## src/hw/link_ctrl_pkg.sv

```systemverilog
// constants and types for the serializer link control register slice
//
// Overview of operation
// pass-all clear forwards only remote ids; set forwards all except own id
// sda input held after scl by hold field times 40 ns
// scl and sda glitches up to filter field times 5 ns are rejected
// master scl high lasts at least 38.0952 ns times (high count + 5); reset 0xa1
// master scl low lasts at least 38.0952 ns times (low count + 5); reset 0xa5
// as stretching target, low count sets sda setup before scl release
// wide-word clear: 24 data bits plus de, hs, vs; set: 28 data bits
// surround set carries 5.1 or 7.1 audio, else 2 or 4 channels
// surround audio only with data-island transport, never frame transport
// in a repeater, in-band detected mode may override the surround bit
// self-test back-channel crc errors counted, saturating at 255, cleared on start
// secondary port select makes the error count show the second port
// gpio input levels readable at 0x1c bits 7,6,5,3:0 and 0x1d bit 0
// secondary port select shows second-port pins 3:0 and steers their config
// second-address enable makes device also answer own id plus one
// host sets second-address enable to reach remote devices over second link
// secondary select routes primary accesses to port 1; ignored with second address
// primary select writes port 0; reads show port 1 if both selects set
// both selects ignored under second-address enable; port select resets 0x01
// writing n counts pixel clock edges over n oscillator periods, freezing 0xff
// channel-b enable with its override allows the second audio input
// reserved bits read zero and ignore writes
package link_ctrl_pkg;

  // ------
  // register offsets
  // ------
  localparam logic [7:0] ADDR_FWD_CTRL = 8'h17;
  localparam logic [7:0] ADDR_SCL_HIGH = 8'h18;
  localparam logic [7:0] ADDR_SCL_LOW  = 8'h19;
  localparam logic [7:0] ADDR_DP_CTRL2 = 8'h1a;
  localparam logic [7:0] ADDR_BC_ERR   = 8'h1b;
  localparam logic [7:0] ADDR_PIN_LOW  = 8'h1c;
  localparam logic [7:0] ADDR_PIN_HIGH = 8'h1d;
  localparam logic [7:0] ADDR_PORT_SEL = 8'h1e;
  localparam logic [7:0] ADDR_FREQ     = 8'h1f;

  // ------
  // reset values and writable masks
  // ------
  localparam logic [7:0] RST_FWD_CTRL  = 8'h1e;
  localparam logic [7:0] RST_SCL_HIGH  = 8'ha1;
  localparam logic [7:0] RST_SCL_LOW   = 8'ha5;
  localparam logic [7:0] RST_DP_CTRL2  = 8'h00;
  localparam logic [7:0] RST_PORT_SEL  = 8'h01;
  localparam logic [7:0] RST_FREQ      = 8'h00;
  localparam logic [7:0] MASK_DP_CTRL2 = 8'h03;
  localparam logic [7:0] MASK_PORT_SEL = 8'h07;

  // ------
  // field positions
  // ------
  localparam int FWD_PASS_ALL_BIT   = 7;
  localparam int HOLD_LSB           = 4;
  localparam int FILTER_LSB         = 0;
  localparam int DP_WIDE_BIT        = 1;
  localparam int DP_SURROUND_BIT    = 0;
  localparam int PS_SECOND_ADDR_BIT = 2;
  localparam int PS_SECONDARY_BIT   = 1;
  localparam int PS_PRIMARY_BIT     = 0;

  // ------
  // timing
  // ------
  localparam int CLK_PERIOD_NS     = 20;
  localparam int OSC_PERIOD_NS     = 40;
  localparam int FILTER_UNIT_NS    = 5;
  localparam int HOLD_UNIT_NS      = 40;
  localparam int SCL_EXTRA_PERIODS = 5;
  localparam int OSC_CYCLES        = OSC_PERIOD_NS / CLK_PERIOD_NS;
  localparam int HOLD_CYCLES       = HOLD_UNIT_NS / CLK_PERIOD_NS;
  localparam logic [7:0] COUNT_SAT = 8'hff;

  typedef enum logic [1:0] {
    SCL_IDLE = 2'b00,
    SCL_HIGH = 2'b01,
    SCL_LOW  = 2'b10
  } scl_state_t;

endpackage

```

## src/hw/link_ctrl_if.sv

```systemverilog
// interfaces between the register slice and its timing and counter helpers
`timescale 1ns/100ps
interface i2c_cfg_if;
  logic [3:0] filterDepth;
  logic [2:0] holdTime;
  logic [7:0] highCount;
  logic [7:0] lowCount;
  modport ctrl   (output filterDepth, holdTime, highCount, lowCount);
  modport timing (input  filterDepth, holdTime, highCount, lowCount);
endinterface

interface freq_if;
  logic       start;
  logic [7:0] interval;
  logic [7:0] count;
  modport ctrl    (output start, interval, input  count);
  modport counter (input  start, interval, output count);
endinterface

```

## src/hw/i2c_timing.sv

```systemverilog
// i2c pin filter, sda hold, master scl generator and target setup stretch
`timescale 1ns/100ps
module i2c_timing (
  // clock and reset
  input  wire logic core_clk,
  input  wire logic rst_b,
  // configuration
  i2c_cfg_if.timing cfg,
  // pins
  input  wire logic sclIn,
  input  wire logic sdaIn,
  output logic      sclOut,
  output logic      sclOe,
  // core side
  input  wire logic masterEn,
  input  wire logic stretchReq,
  output logic      sclFilt,
  output logic      sdaFilt
);
  import link_ctrl_pkg::*;

  function automatic logic [2:0] filterCycles(input logic [3:0] depth);
    int ns;
    ns = int'(depth) * FILTER_UNIT_NS;
    return 3'((ns + CLK_PERIOD_NS - 1) / CLK_PERIOD_NS);
  endfunction

  function automatic logic [9:0] sclCycles(input logic [7:0] cnt);
    return 10'((int'(cnt) + SCL_EXTRA_PERIODS) * OSC_CYCLES);
  endfunction

  // ------
  // synchronise and deglitch both pins
  // ------
  logic [1:0] pinIn;
  logic [1:0] pinFilt;
  assign pinIn = {sdaIn, sclIn};

  for (genvar g = 0; g < 2; g++) begin : gFilt
    logic [2:0] sync_q;
    logic       filt_q;
    logic [2:0] cnt_q;
    always_ff @(posedge core_clk or negedge rst_b) begin
      if (!rst_b) begin
        sync_q <= 3'h7;
      end else begin
        sync_q <= {sync_q[1:0], pinIn[g]};
      end
    end
    // a pulse no wider than the depth never reaches filt_q
    always_ff @(posedge core_clk or negedge rst_b) begin
      if (!rst_b) begin
        filt_q <= 1'b1;
        cnt_q  <= 3'h0;
      end else if (sync_q[1] != sync_q[2] || sync_q[2] == filt_q) begin
        cnt_q <= 3'h0;
      end else if (cnt_q >= filterCycles(cfg.filterDepth)) begin
        filt_q <= sync_q[2];
        cnt_q  <= 3'h0;
      end else begin
        cnt_q <= cnt_q + 3'h1;
      end
    end
    assign pinFilt[g] = filt_q;
  end

  // ------
  // sda hold after scl falls
  // ------
  logic       sclPrev_q;
  logic [3:0] holdCnt_q;
  logic       sdaHeld_q;
  logic       sclFall;
  assign sclFall = sclPrev_q & ~pinFilt[0];

  always_ff @(posedge core_clk or negedge rst_b) begin
    if (!rst_b) begin
      sclPrev_q <= 1'b1;
      holdCnt_q <= 4'h0;
      sdaHeld_q <= 1'b1;
    end else begin
      sclPrev_q <= pinFilt[0];
      if (sclFall) begin
        holdCnt_q <= 4'(int'(cfg.holdTime) * HOLD_CYCLES);
      end else if (holdCnt_q != 4'h0) begin
        holdCnt_q <= holdCnt_q - 4'h1;
      end else begin
        sdaHeld_q <= pinFilt[1];
      end
    end
  end
  assign sclFilt = pinFilt[0];
  assign sdaFilt = sdaHeld_q;

  // ------
  // master scl and target setup stretch
  // ------
  scl_state_t state_q;
  logic [9:0] phase_q;
  logic [9:0] setup_q;

  always_ff @(posedge core_clk or negedge rst_b) begin
    if (!rst_b) begin
      state_q <= SCL_IDLE;
      phase_q <= 10'h000;
    end else begin
      case (state_q)
        SCL_IDLE: begin
          if (masterEn) begin
            state_q <= SCL_HIGH;
            phase_q <= sclCycles(cfg.highCount);
          end
        end
        SCL_HIGH: begin
          phase_q <= phase_q - 10'h001;
          if (phase_q <= 10'h001) begin
            state_q <= SCL_LOW;
            phase_q <= sclCycles(cfg.lowCount);
          end
        end
        SCL_LOW: begin
          phase_q <= phase_q - 10'h001;
          if (phase_q <= 10'h001) begin
            state_q <= masterEn ? SCL_HIGH : SCL_IDLE;
            phase_q <= sclCycles(cfg.highCount);
          end
        end
        default: begin
          state_q <= SCL_IDLE;
        end
      endcase
    end
  end

  // data is already on sda while stretch is held; keep scl low one setup time more
  always_ff @(posedge core_clk or negedge rst_b) begin
    if (!rst_b) begin
      setup_q <= 10'h000;
    end else if (stretchReq) begin
      setup_q <= sclCycles(cfg.lowCount);
    end else if (setup_q != 10'h000) begin
      setup_q <= setup_q - 10'h001;
    end
  end

  assign sclOut = 1'b0;
  assign sclOe  = (state_q == SCL_LOW) | stretchReq | (setup_q != 10'h000);
endmodule

```

## src/hw/freq_counter.sv

```systemverilog
// pixel clock edge counter over a programmed oscillator interval
`timescale 1ns/100ps
module freq_counter (
  // clock and reset
  input  wire logic core_clk,
  input  wire logic rst_b,
  // pixel clock pin
  input  wire logic pixelClk,
  // control
  freq_if.counter   fq
);
  import link_ctrl_pkg::*;

  logic [2:0] sync_q;
  logic       run_q;
  logic [8:0] timer_q;
  logic [7:0] count_q;
  logic       rise;

  // sampled clock: only rough for pixel clocks near or above half core_clk
  always_ff @(posedge core_clk or negedge rst_b) begin
    if (!rst_b) begin
      sync_q <= 3'h0;
    end else begin
      sync_q <= {sync_q[1:0], pixelClk};
    end
  end
  assign rise = sync_q[1] & ~sync_q[2];

  always_ff @(posedge core_clk or negedge rst_b) begin
    if (!rst_b) begin
      run_q   <= 1'b0;
      timer_q <= 9'h000;
      count_q <= 8'h00;
    end else if (fq.start) begin
      run_q   <= fq.interval != 8'h00;
      timer_q <= 9'(int'(fq.interval) * OSC_CYCLES);
      count_q <= 8'h00;
    end else if (run_q) begin
      timer_q <= timer_q - 9'h001;
      if (timer_q == 9'h001) begin
        run_q <= 1'b0;
      end
      if (rise && count_q != COUNT_SAT) begin
        count_q <= count_q + 8'h01;
      end
    end
  end
  assign fq.count = count_q;
endmodule

```

## src/hw/serializer_link_control_regs.sv

```systemverilog
// control register slice 0x17 to 0x1f with its forwarding, audio and port logic
`timescale 1ns/100ps
module serializer_link_control_regs (
  // clock and reset
  input  wire logic       core_clk,
  input  wire logic       rst_b,
  // register access from the i2c target
  input  wire logic [7:0] regAddr,
  input  wire logic [7:0] regWrData,
  input  wire logic       regWrEn,
  input  wire logic       regRdEn,
  input  wire logic       viaSecondAddr,
  output logic      [7:0] regRdData,
  // target address matching and forwarding
  input  wire logic [6:0] accessId,
  input  wire logic [6:0] deviceId,
  input  wire logic [6:0] remoteDesId,
  input  wire logic [6:0] remoteTargetId,
  output logic            isOwnPrimary,
  output logic            isOwnSecond,
  output logic            forwardAccess,
  // port routing for other register slices
  output logic            wrPort0En,
  output logic            wrPort1En,
  output logic            rdPort1,
  output logic            gpioCfgPort1,
  // i2c pins
  input  wire logic       sclIn,
  input  wire logic       sdaIn,
  output logic            sclOut,
  output logic            sclOe,
  input  wire logic       masterEn,
  input  wire logic       stretchReq,
  output logic            sclFiltered,
  output logic            sdaFiltered,
  // video and audio
  input  wire logic       chanBEnable,
  input  wire logic       chanBOverride,
  input  wire logic       frameTransportSel,
  input  wire logic       repeaterMode,
  input  wire logic       inbandModeValid,
  input  wire logic       inbandSurround,
  output logic            wideWordMode,
  output logic            lowSpeedCtrlEn,
  output logic            surroundActive,
  output logic            fourChannelActive,
  // self-test
  input  wire logic       bistActive,
  input  wire logic       bistStart,
  input  wire logic       errClear,
  input  wire logic [1:0] bcCrcErr,
  // gpio pins: primary 3:0, second port 3:0, register-only 5..8
  input  wire logic [3:0] pinsPrimary,
  input  wire logic [3:0] pinsSecond,
  input  wire logic [3:0] pinsRegOnly,
  // pixel clock pin
  input  wire logic       pixelClk
);
  import link_ctrl_pkg::*;

  function automatic logic hit(input logic [7:0] addr, input logic [7:0] target);
    return addr == target;
  endfunction

  // ------
  // registers
  // ------
  logic [7:0] fwdCtrl_q;
  logic [7:0] sclHigh_q;
  logic [7:0] sclLow_q;
  logic [7:0] dpCtrl2_q;
  logic [7:0] portSel_q;
  logic [7:0] freq_q;
  logic       freqStart_q;
  logic       wr;

  assign wr = regWrEn;

  always_ff @(posedge core_clk or negedge rst_b) begin
    if (!rst_b) begin
      fwdCtrl_q <= RST_FWD_CTRL;
      sclHigh_q <= RST_SCL_HIGH;
      sclLow_q  <= RST_SCL_LOW;
    end else if (wr) begin
      if (hit(regAddr, ADDR_FWD_CTRL)) begin
        fwdCtrl_q <= regWrData;
      end else if (hit(regAddr, ADDR_SCL_HIGH)) begin
        sclHigh_q <= regWrData;
      end else if (hit(regAddr, ADDR_SCL_LOW)) begin
        sclLow_q <= regWrData;
      end
    end
  end

  always_ff @(posedge core_clk or negedge rst_b) begin
    if (!rst_b) begin
      portSel_q <= RST_PORT_SEL;
    end else if (wr && hit(regAddr, ADDR_PORT_SEL)) begin
      portSel_q <= regWrData & MASK_PORT_SEL;
    end
  end

  // in-band detection in a repeater wins over a software write
  always_ff @(posedge core_clk or negedge rst_b) begin
    if (!rst_b) begin
      dpCtrl2_q <= RST_DP_CTRL2;
    end else begin
      if (wr && hit(regAddr, ADDR_DP_CTRL2)) begin
        dpCtrl2_q <= regWrData & MASK_DP_CTRL2;
      end
      if (repeaterMode && inbandModeValid) begin
        dpCtrl2_q[DP_SURROUND_BIT] <= inbandSurround;
      end
    end
  end

  always_ff @(posedge core_clk or negedge rst_b) begin
    if (!rst_b) begin
      freq_q      <= RST_FREQ;
      freqStart_q <= 1'b0;
    end else begin
      freqStart_q <= wr && hit(regAddr, ADDR_FREQ);
      if (wr && hit(regAddr, ADDR_FREQ)) begin
        freq_q <= regWrData;
      end
    end
  end

  // ------
  // port selection
  // ------
  logic secondAddrEn;
  logic secondarySel;
  logic primarySel;
  assign secondAddrEn = portSel_q[PS_SECOND_ADDR_BIT];
  assign secondarySel = portSel_q[PS_SECONDARY_BIT];
  assign primarySel   = portSel_q[PS_PRIMARY_BIT];

  // with a second address each address reaches one port only
  always_comb begin
    if (secondAddrEn) begin
      wrPort0En = ~viaSecondAddr;
      wrPort1En = viaSecondAddr;
      rdPort1   = viaSecondAddr;
    end else begin
      wrPort0En = primarySel;
      wrPort1En = secondarySel;
      rdPort1   = secondarySel;
    end
  end
  assign gpioCfgPort1 = rdPort1;

  // ------------------------------------------------------------------
  // address match and forwarding
  // ------------------------------------------------------------------
  always_comb begin
    isOwnPrimary = accessId == deviceId;
    isOwnSecond  = secondAddrEn && (accessId == 7'(deviceId + 7'h01));
    if (isOwnPrimary || isOwnSecond) begin
      forwardAccess = 1'b0;
    end else if (fwdCtrl_q[FWD_PASS_ALL_BIT]) begin
      forwardAccess = 1'b1;
    end else begin
      forwardAccess = (accessId == remoteDesId) || (accessId == remoteTargetId);
    end
  end

  // ------------------------------------------------------------------
  // video and audio modes
  // ------------------------------------------------------------------
  assign wideWordMode   = dpCtrl2_q[DP_WIDE_BIT];
  assign lowSpeedCtrlEn = ~dpCtrl2_q[DP_WIDE_BIT];

  always_ff @(posedge core_clk or negedge rst_b) begin
    if (!rst_b) begin
      surroundActive    <= 1'b0;
      fourChannelActive <= 1'b0;
    end else begin
      // frame transport cannot carry surround, so it is withheld there
      surroundActive    <= dpCtrl2_q[DP_SURROUND_BIT] & ~frameTransportSel;
      fourChannelActive <= ~dpCtrl2_q[DP_SURROUND_BIT]
                           & chanBOverride & chanBEnable;
    end
  end

  // ------------------------------------------------------------------
  // self-test error counters, one per port
  // ------------------------------------------------------------------
  logic [7:0] errCnt [2];
  logic       errRestart;
  assign errRestart = bistStart | errClear;

  for (genvar p = 0; p < 2; p++) begin : gErr
    logic [7:0] cnt_q;
    // an error in the clearing cycle is kept as the first count
    always_ff @(posedge core_clk or negedge rst_b) begin
      if (!rst_b) begin
        cnt_q <= 8'h00;
      end else if (errRestart) begin
        cnt_q <= {7'h00, bistActive & bcCrcErr[p]};
      end else if (bistActive && bcCrcErr[p] && cnt_q != COUNT_SAT) begin
        cnt_q <= cnt_q + 8'h01;
      end
    end
    assign errCnt[p] = cnt_q;
  end

  // ------------------------------------------------------------------
  // gpio input status
  // ------------------------------------------------------------------
  logic [11:0] pinRaw;
  logic [11:0] pinLvl;
  assign pinRaw = {pinsRegOnly, pinsSecond, pinsPrimary};

  for (genvar k = 0; k < 12; k++) begin : gPin
    logic [2:0] sync_q;
    logic       lvl_q;
    always_ff @(posedge core_clk or negedge rst_b) begin
      if (!rst_b) begin
        sync_q <= 3'h0;
      end else begin
        sync_q <= {sync_q[1:0], pinRaw[k]};
      end
    end
    always_ff @(posedge core_clk or negedge rst_b) begin
      if (!rst_b) begin
        lvl_q <= 1'b0;
      end else if (sync_q[1] == sync_q[2]) begin
        lvl_q <= sync_q[2];
      end
    end
    assign pinLvl[k] = lvl_q;
  end

  logic [7:0] pinLow;
  logic [7:0] pinHigh;
  always_comb begin
    pinLow  = {pinLvl[10:8], 1'b0,
               rdPort1 ? pinLvl[7:4] : pinLvl[3:0]};
    pinHigh = {7'h00, pinLvl[11]};
  end

  // ------------------------------------------------------------------
  // helpers
  // ------------------------------------------------------------------
  i2c_cfg_if cfgBus ();
  freq_if    freqBus ();

  assign cfgBus.filterDepth = fwdCtrl_q[FILTER_LSB +: 4];
  assign cfgBus.holdTime    = fwdCtrl_q[HOLD_LSB +: 3];
  assign cfgBus.highCount   = sclHigh_q;
  assign cfgBus.lowCount    = sclLow_q;
  assign freqBus.start      = freqStart_q;
  assign freqBus.interval   = freq_q;

  i2c_timing uTiming (
    .core_clk   (core_clk),
    .rst_b      (rst_b),
    .cfg        (cfgBus.timing),
    .sclIn      (sclIn),
    .sdaIn      (sdaIn),
    .sclOut     (sclOut),
    .sclOe      (sclOe),
    .masterEn   (masterEn),
    .stretchReq (stretchReq),
    .sclFilt    (sclFiltered),
    .sdaFilt    (sdaFiltered)
  );

  freq_counter uFreq (
    .core_clk (core_clk),
    .rst_b    (rst_b),
    .pixelClk (pixelClk),
    .fq       (freqBus.counter)
  );

  // ------------------------------------------------------------------
  // read data
  // ------------------------------------------------------------------
  always_ff @(posedge core_clk or negedge rst_b) begin
    if (!rst_b) begin
      regRdData <= 8'h00;
    end else if (regRdEn) begin
      if (hit(regAddr, ADDR_FWD_CTRL)) begin
        regRdData <= fwdCtrl_q;
      end else if (hit(regAddr, ADDR_SCL_HIGH)) begin
        regRdData <= sclHigh_q;
      end else if (hit(regAddr, ADDR_SCL_LOW)) begin
        regRdData <= sclLow_q;
      end else if (hit(regAddr, ADDR_DP_CTRL2)) begin
        regRdData <= dpCtrl2_q;
      end else if (hit(regAddr, ADDR_BC_ERR)) begin
        regRdData <= rdPort1 ? errCnt[1] : errCnt[0];
      end else if (hit(regAddr, ADDR_PIN_LOW)) begin
        regRdData <= pinLow;
      end else if (hit(regAddr, ADDR_PIN_HIGH)) begin
        regRdData <= pinHigh;
      end else if (hit(regAddr, ADDR_PORT_SEL)) begin
        regRdData <= portSel_q;
      end else if (hit(regAddr, ADDR_FREQ)) begin
        regRdData <= freqBus.count;
      end else begin
        regRdData <= 8'h00;
      end
    end
  end
endmodule

```

## config.mk

```make
export PLATFORM = sky130hd
export DESIGN_NAME = serializer_link_control_regs
export DESIGN_NICKNAME = d
export VERILOG_FILES = /design/src/hw/link_ctrl_pkg.sv /design/src/hw/link_ctrl_if.sv /design/src/hw/i2c_timing.sv /design/src/hw/freq_counter.sv /design/src/hw/serializer_link_control_regs.sv
export SDC_FILE = /design/constraint.sdc
export NUM_CORES = 1
export LEC_CHECK = 0
export CAP_MARGIN = 25
export CORE_MARGIN = 4
export CORE_UTILIZATION = 24
export CTS_CLUSTER_SIZE = 16
export DETAILED_ROUTE_END_ITERATION = 10
export DONT_BUFFER_PORTS = 1
export GPL_ROUTABILITY_DRIVEN = 0
export GPL_TIMING_DRIVEN = 0
export PLACE_DENSITY = 0.41
export SLEW_MARGIN = 25
export SYNTH_ARGS = -nofsm -noshare
export SYNTH_HDL_FRONTEND = slang
export SYNTH_SLANG_ARGS = --single-unit
export TNS_END_PERCENT = 10
```

## constraint.sdc

```tcl
create_clock -name core_clk -period 4.3 [get_ports core_clk]
set_clock_uncertainty 0.1 [all_clocks]
set_input_delay 0.645 -clock core_clk [delete_from_list [all_inputs] [get_ports core_clk]]
set_output_delay 0.645 -clock core_clk [all_outputs]
set_load 0.02 [all_outputs]
```

==> results of run 1 <==
==> cells in the mapped netlist (22+ instances only) <==
cell / instances / area share, %
sky130_fd_sc_hd__o21ai_0: 52 / 2.9
sky130_fd_sc_hd__nor2_1: 76 / 3.2
sky130_fd_sc_hd__a21oi_1: 34 / 1.9
sky130_fd_sc_hd__ha_1: 32 / 4.4
sky130_fd_sc_hd__nand2_1: 95 / 4.0
sky130_fd_sc_hd__dfstp_2: 22 / 6.4
sky130_fd_sc_hd__xnor2_1: 48 / 4.7
sky130_fd_sc_hd__mux2_2: 38 / 4.7
sky130_fd_sc_hd__inv_1: 29 / 1.2
sky130_fd_sc_hd__dfrtp_1: 153 / 42
sky130_fd_sc_hd__xor2_1: 42 / 4.1
==> final timing paths <==
kind / start / end / slack, ns / cells after the start
worst max-delay path: fwdCtrl_q[2] / uTiming.gFilt[1].filt_q / -0.17 / 21
min in group core_clk: sclIn / uTiming.gFilt[0].sync_q[0] / 0.10 / 0
max in group asynchronous: rst_b / portSel_q[0] / 3.99 / 0
worst min-delay path: rst_b / uTiming.state_q[0] / -0.18 / 0
worst max register to register: fwdCtrl_q[2] / uTiming.gFilt[1].filt_q / -0.17 / 21
worst min register to register: gPin[1].sync_q[0] / gPin[1].sync_q[1] / 0.25 / 0
==> power by group <==
group	switching (µW)	total (µW)	internal [µW]
combinational	519	950	431
sequential	168	1990	1830
clock	749	1640	891
==> sequential cells by signal, indices dropped and copies added, names as in the netlist, 2 cells and up <==
register,flops
dpCtrl2_q,2
uTiming.setup_q,10
gErr.cnt_q,16
freqBus.interval,8
uFreq.sync_q,3
uTiming.gFilt.sync_q,6
gPin.lvl_q,12
fwdCtrl_q,8
uTiming.gFilt.cnt_q,6
gPin.sync_q,36
regRdData,8
cfgBus.highCount,8
uFreq.fq.count,8
uFreq.timer_q,9
portSel_q,3
uTiming.phase_q,10
cfgBus.lowCount,8
uTiming.state_q,2
uTiming.holdCnt_q,4
==> what timing repair did <==
item | CTS | global route
pin swaps | 14 | 16
setup endpoints to repair | 8 | 8
gates resized for setup | 9 | 15
buffers inserted | 6 | 1
hold endpoints to repair | 155 | 153
==> routing by layer <==
layer / GRT usage, % / up-vias
li1: - / 3104
met1: 15.5 / 3077
met2: 18.2 / 92
met3: 3.19 / 17
met4: 2.39 / 2
met5: 0 / -
==> cell type report <==
type	count	area, µm²
clock buffers	17	425
fillers	3846	26400
clock inverters	15	196
flip-flops and latches	175	4410
plain buffers	24	120
inverters	29	109
repair buffers	8	61.3
multi-input cells	639	4560
well taps	504	631
==> logic make-up (layout without fill, tap and decap cells) <==
| kind of cell | Yosys count | in the layout | synth area share [%] |
|---|---|---|---|
| adders and majority gates | 46 | 46 | 6.10 |
| buffers and inverters | 56 | 93 | 2.72 |
| and+or+nand+nor | 283 | 283 | 15.0 |
| AOI/OAI and AO/OA | 162 | 162 | 11.7 |
| other | 1 | 1 | 0.0416 |
| xor gates and xnor gates | 90 | 90 | 8.74 |
| muxes | 57 | 57 | 6.85 |
| DFF | 175 | 175 | 48.9 |
==> stage by stage <==
| stage | setup TNS, ns | instances |
|---|---|---|
| 2_1_floorplan | -0.394 | 870 |
| 3_3_place_gp | -3.93 | 1374 |
| 3_5_place_dp | -3.91 | 1375 |
| 4_1_cts | -1.35 | 1411 |
| 5_1_grt | -2.32 | 1411 |
| 6_report | -0.761 | 1411 |
==> results.rst, run 1 <==
.. list-table::
   :header-rows: 1

   * - Metric
     - Value
   * - Count of endpoints failing setup in the final report
     - 8
   * - Share of synthesized area occupied by flip-flops and latches
     - between 40% and 50%
   * - Inserted Diodes
     - 0
   * - First-pass GRT wire length
     - ~37,000 µm
   * - Netlist area before placement
     - approximately 0.0090 mm²
   * - Largest driver fanout on the critical path
     - 7
   * - Critical Path Most Common Cell
     - sky130_fd_sc_hd__ha_4
   * - Maximum number of pins on one net before global-route repair
     - roughly 180
   * - Critical path data arrival time
     - 4.73 ns
   * - Sum of routed wire segments on met1
     - roughly 11,000 µm
   * - Depth of the CTS H-tree
     - 4
   * - Post-placement cell area
     - approximately 0.01 mm²
   * - Routed wire length per instance
     - about 16 µm
   * - Net count after synthesis
     - slightly below 1,000
   * - Highest-count cells in the layout ignoring fill and taps
     - 152 x sky130_fd_sc_hd__dfrtp_1, 95 x sky130_fd_sc_hd__nand2_1, 75 x sky130_fd_sc_hd__nor2_1
   * - CTS root buffer
     - sky130_fd_sc_hd__clkbuf_16
   * - Run status
     - finished, violations left
   * - Slew HR
     - 39.8%
   * - Total half-perimeter wirelength after legalization and detailed placement
     - about 17,000 µm
   * - Horiz. Die Dim
     - ~200 µm
   * - Unrepaired setup endpoints after global routing
     - yes
   * - Worst endpoint required time
     - around 4.6 ns
   * - Power per Cell Area
     - 436 mW/mm²
   * - Final critical path time including I/O delays and setup
     - 4.47 ns
   * - Sequence of cells on the critical path
     - ha_4, ha_4, inv_2, fa_2, xor2_4, nor2_4, xnor2_2, ha_4, a221oi_2, o211ai_1, o221a_2, a211o_1, a221o_1, o2111ai_4, ha_1, nand2b_1, a21o_1, a21oi_2, nor2b_1, o21ai_1, nand2_1
   * - Largest stage delay, worst path
     - 0.58 ns
   * - Crit path max-delay cell type
     - sky130_fd_sc_hd__dfstp_2
   * - Worst vdd rail ir drop
     - between 0.2 and 0.3 mV
   * - TritonCTS sink count
     - 175
   * - Average vias per placed instance
     - about 4.5
   * - Failing checks
     - negative hold slack, negative setup slack
   * - I/O Pins
     - 100
   * - Count of state elements after synthesis
     - between 150 and 200
   * - Placement Setup Slack
     - -0.556 ns
   * - Sum of overflow across all layers after global routing
     - 0
   * - Total Power Consumption
     - about 4600 µW
   * - Final-layout worst hold slack
     - -0.182 ns
   * - Synth-to-Final Area Change
     - 16.5%
   * - Antenna-violating nets left
     - 0
   * - Final Slew Violations
     - 0
   * - Total global-route track usage
     - 11.4%
   * - Ys flop type
     - sky130_fd_sc_hd__dfrtp_1
   * - Synth warnings
     - 0
   * - Number of global-route vias before repair
     - roughly 6,400
   * - Number of max-cap violations
     - 0
   * - Number of buffers inserted during clock tree synthesis
     - 17
   * - Port bufs
     - 0
   * - Average footprint of a synthesized cell
     - 10.4 µm²
   * - Total number of vias
     - about 6,300
   * - First-pass iteration count of the detailed router
     - 4
   * - Tightest Hold Check Type
     - in -> async
   * - Clock latency on the worst-skew pair
     - 0.44 ns
   * - Clock Pin Slew Worst Setup and Hold Paths
     - roughly 0.070 ns
   * - Routed wire length
     - approximately 23,000 µm
   * - Final period util
     - 104%
   * - Initial DRC Count
     - 254
   * - Leakage Power
     - between 0.004 and 0.005 µW
   * - Crit path kind
     - reg -> reg
   * - DRC
     - 0
   * - Top layer reached by signal wires
     - met5
   * - Number of nets in the final layout
     - 1,004
   * - Slew at the pin closest to its max-slew limit
     - 0.897 ns
   * - Post-Route Utilization
     - between 20% and 30%
   * - Initial antenna violation count
     - 1
   * - Row cnt
     - 70
   * - Count of cell types in the netlist
     - 73
   * - Total count of hold-check failures in the final report
     - roughly 150
   * - Proportion of layout cells with a drive suffix above 1
     - between 15 and 20%
   * - CTS tree
     - done
   * - Achievable clock frequency
     - ~220 MHz
   * - Type of destination of the critical path
     - flop
   * - Clock buffer depth
     - 2
   * - Final Instance Area
     - between 0.01 and 0.015 mm²
   * - Die height
     - around 200 µm
   * - Most common library cell in the layout ignoring fill and taps
     - sky130_fd_sc_hd__dfrtp_1
   * - Routed length on met3
     - roughly 1000 µm
   * - Kind of cell adding the most delay to the critical path
     - compound AO/OA/AOI/OAI gates
   * - Buffering stage count on the worst path with inverters included
     - 1
   * - Share of flip-flops with an asynchronous set or reset
     - 100%
   * - Met2 wire length
     - between 10,000 and 15,000 µm
   * - Crit path launch type
     - flop
   * - Overall die area
     - 0.0407 mm²
   * - Number of instances in the synthesized netlist
     - slightly below 900
   * - Min setup slack post-route
     - -0.168 ns
   * - Placeable Area
     - 0.0369 mm²
   * - Effective utilization at floorplan
     - 24.5%
   * - Post-synth EDFFs
     - 0
(Power assumes the default switching activity.)
==> run 2: changes to the inputs <==
Settings changed: CTS_BUF_LIST set to sky130_fd_sc_hd__clkbuf_8.
==> results.rst, run 2 (synthesized netlist as in run 1, its figures left out) <==
.. list-table::
   :header-rows: 1

   * - Metric
     - Value
   * - Run status
     - finished, violations left
   * - Failing checks
     - negative hold slack, negative setup slack
   * - Routed wire length
     - 22,900 µm (-0.32%)
   * - I/O Pins
     - 100 (unchanged)
   * - Setup slack, reg-to-reg
     - -0.18 ns (about the same)
   * - Worst endpoint required time
     - 4.61 ns (+0.05 ns)
   * - Synth-to-Final Area Change
     - 14.6%
   * - Routed wire length per instance
     - 16.2 µm (-0.46%)
   * - Highest-count cells in the layout ignoring fill and taps
     - 152 x sky130_fd_sc_hd__dfrtp_1, 94 x sky130_fd_sc_hd__nand2_1, 75 x sky130_fd_sc_hd__nor2_1
   * - Count of filler cells inserted in the layout
     - 3,860 (+0.36%)
   * - CTS root buffer
     - sky130_fd_sc_hd__clkbuf_8
   * - Final period util
     - 104% (+0.26 points)
   * - Critical Path Most Common Cell
     - sky130_fd_sc_hd__ha_4
   * - Critical path data arrival time
     - 4.79 ns (+0.06 ns)
   * - Initial antenna violation count
     - 1 (unchanged)
   * - Clock latency on the worst-skew pair
     - 0.47 ns (+0.03 ns)
   * - Buffering stage count on the worst path with inverters included
     - 1 (unchanged)
   * - Min setup slack post-route
     - -0.179 ns (-0.0112 ns)
   * - Slew HR
     - 39.8% (+0.055 points)
   * - Leakage Power
     - 0.00429 µW (-1.8%)
   * - Proportion of layout cells with a drive suffix above 1
     - 16.7% (+0.29 points)
   * - Crit path launch type
     - flop
   * - Largest stage delay, worst path
     - 0.58 ns (about the same)
   * - Inserted Diodes
     - 0 (unchanged)
   * - Average vias per placed instance
     - 4.46 (+0.11%)
   * - TritonCTS sink count
     - 175 (unchanged)
   * - Crit path max-delay cell type
     - sky130_fd_sc_hd__dfstp_2
   * - Final Slew Violations
     - 0 (unchanged)
   * - CTS tree
     - done
   * - Clock Pin Slew Worst Setup and Hold Paths
     - 0.10 ns (+0.03 ns)
   * - Tightest Hold Check Type
     - in -> async
   * - Power per Cell Area
     - 406 mW/mm² (-7.0%)
   * - Effective utilization at floorplan
     - 24.5% (unchanged)
   * - Post-Route Utilization
     - 28.0% (-0.47 points)
   * - Number of flip-flops in the largest register
     - 36 (unchanged)
   * - First-pass iteration count of the detailed router
     - 6 (+2)
   * - Total Power Consumption
     - 4190 µW (-8.5%)
   * - Overall die area
     - 0.0407 mm² (unchanged)
   * - Worst vdd rail ir drop
     - 0.166 mV (-36%)
   * - Most common library cell in the layout ignoring fill and taps
     - sky130_fd_sc_hd__dfrtp_1
   * - TNS Setup
     - -0.826 ns (-0.0648 ns)
   * - Horiz. Die Dim
     - 202 µm (unchanged)
   * - Depth of the CTS H-tree
     - 4 (unchanged)
   * - Regs by FF count
     - gPin.sync_q (36), gErr.cnt_q (16), gPin.lvl_q (12)
   * - Sum of overflow across all layers after global routing
     - 0 (unchanged)
   * - Die height
     - 202 µm (unchanged)
   * - First-pass GRT wire length
     - 36,800 µm (-0.15%)
   * - Final critical path time including I/O delays and setup
     - 4.48 ns (+0.0112 ns)
   * - Biggest register
     - gPin.sync_q
   * - Count of endpoints failing setup in the final report
     - 8 (unchanged)
   * - Number of nets in the final layout
     - 1,006 (+0.20%)
   * - Crit path kind
     - reg -> reg
   * - Kind of cell adding the most delay to the critical path
     - adder cells
   * - Antenna-violating nets left
     - 0 (unchanged)
   * - Total half-perimeter wirelength after legalization and detailed placement
     - 17,000 µm (unchanged)
   * - Number of buffers inserted during clock tree synthesis
     - 17 (unchanged)
   * - Total number of vias
     - 6,308 (+0.25%)
   * - Slew at the pin closest to its max-slew limit
     - 0.896 ns (-0.000824 ns)
   * - Maximum number of pins on one net before global-route repair
     - 176 (unchanged)
   * - Unrepaired setup endpoints after global routing
     - yes
   * - Sequence of cells on the critical path
     - ha_4, ha_4, inv_2, fa_2, and2_4, nor2_4, xnor2_2, ha_4, nand2b_1, ha_1, o2111a_2, nor2_1, a31o_2, nand2_1, o2111ai_4, ha_1, nand2b_1, a21o_1, a21oi_2, nor2b_1, o21ai_1, nand2_1
   * - Type of destination of the critical path
     - flop
   * - Final-layout worst hold slack
     - -0.231 ns (-0.0488 ns)
   * - Achievable clock frequency
     - 223 MHz (-0.25%)
   * - Number of global-route vias before repair
     - 6,407 (-0.11%)
   * - Placeable Area
     - 0.0369 mm² (unchanged)
   * - Footprint of the multi-input gates
     - 0.00456 mm² (about the same)
   * - Initial DRC Count
     - 254 (unchanged)
   * - Total global-route track usage
     - 11.3% (-0.026 points)
   * - Port bufs
     - 0 (unchanged)
   * - Total count of hold-check failures in the final report
     - 153 (unchanged)
   * - DRC
     - 0 (unchanged)
   * - Number of max-cap violations
     - 0 (unchanged)
   * - Largest driver fanout on the critical path
     - 6 (-1)
   * - Area taken by flip-flops and latches
     - 0.00441 mm² (unchanged)
   * - Row cnt
     - 70 (unchanged)
   * - Clock buffer depth
     - 2 (unchanged)
==> run 2: cell types whose count changed in the layout (fill, tap and decap cells not counted) <==
cell | previous run | this run
sky130_fd_sc_hd__buf_4 | 10 | 12
sky130_fd_sc_hd__clkbuf_16 | 17 | 0
sky130_fd_sc_hd__clkbuf_8 | 0 | 17
sky130_fd_sc_hd__nand2_1 | 95 | 94
sky130_fd_sc_hd__nand2_2 | 2 | 3
==> run 2: final timing paths <==
check                           depth (start not counted)                         end               from
worst max register to register                         22     uTiming.gFilt[1].filt_q       fwdCtrl_q[1]
min in group core_clk                                   0  uTiming.gFilt[0].sync_q[0]              sclIn
max in group asynchronous                               0                portSel_q[0]              rst_b
worst min register to register                          0           gPin[1].sync_q[1]  gPin[1].sync_q[0]
worst min-delay path                                    0          uTiming.state_q[0]              rst_b
worst max-delay path                                   22     uTiming.gFilt[1].filt_q       fwdCtrl_q[1]
==> run 2: worst reg2reg max path: stages, from the launching register on <==
cell and delay, ns:
sky130_fd_sc_hd__dfstp_2 0.58, sky130_fd_sc_hd__ha_4 0.21, sky130_fd_sc_hd__ha_4 0.16, sky130_fd_sc_hd__inv_2 0.05, sky130_fd_sc_hd__fa_2 0.45, sky130_fd_sc_hd__and2_4 0.17
sky130_fd_sc_hd__nor2_4 0.11, sky130_fd_sc_hd__xnor2_2 0.11, sky130_fd_sc_hd__ha_4 0.18, sky130_fd_sc_hd__nand2b_1 0.13, sky130_fd_sc_hd__ha_1 0.27, sky130_fd_sc_hd__o2111a_2 0.31
sky130_fd_sc_hd__nor2_1 0.08, sky130_fd_sc_hd__a31o_2 0.21, sky130_fd_sc_hd__nand2_1 0.10, sky130_fd_sc_hd__o2111ai_4 0.15, sky130_fd_sc_hd__ha_1 0.31, sky130_fd_sc_hd__nand2b_1 0.14
sky130_fd_sc_hd__a21o_1 0.16, sky130_fd_sc_hd__a21oi_2 0.20, sky130_fd_sc_hd__nor2b_1 0.07, sky130_fd_sc_hd__o21ai_1 0.11, sky130_fd_sc_hd__nand2_1 0.06
==> run 2: layout make-up <==
type | instances | share of cell area [%]
Sequential cell | 175 | 42.7
Multi-Input combinational cell | 639 | 44.1
Buffer | 24 | 1.16
Tap cell | 504 | 6.10
Clock buffer | 17 | 2.26
Inverter | 29 | 1.05
Timing Repair Buffer | 10 | 0.738
Clock inverter | 15 | 1.90
==> run 2: power by group <==
| part | internal [µW] | switching (µW) |
|---|---|---|
| clock network | 549 | 702 |
| logic | 431 | 518 |
| registers | 1830 | 168 |
==> run 2: through the flow <==
stage                     std cells  worst slack, ns  instance area [µm²]
after CTS                      1411           -0.240                10200
after floorplan                 870           -0.112                 9080
after global placement         1374           -0.555                 9710
final                          1413           -0.179                10300
after global routing           1413           -0.366                10300
after detailed placement       1375           -0.556                 9720
==> run 2: routing by layer <==
metal	vias to the layer above	GRT usage (%)	wire length, µm
met1	3107	15.4	10900
met2	83	18.2	10800
li1	3104	-	-
met4	2	2.47	191
met3	12	3.10	1010
met5	-	0	8
==> run 2: timing repair <==
item,4_1_cts,5_1_grt
endpoints found under the hold margin,175,175
resized for setup,9,16
endpoints found under the setup margin,8,8
pin swaps,14,18
setup buffers,6,3
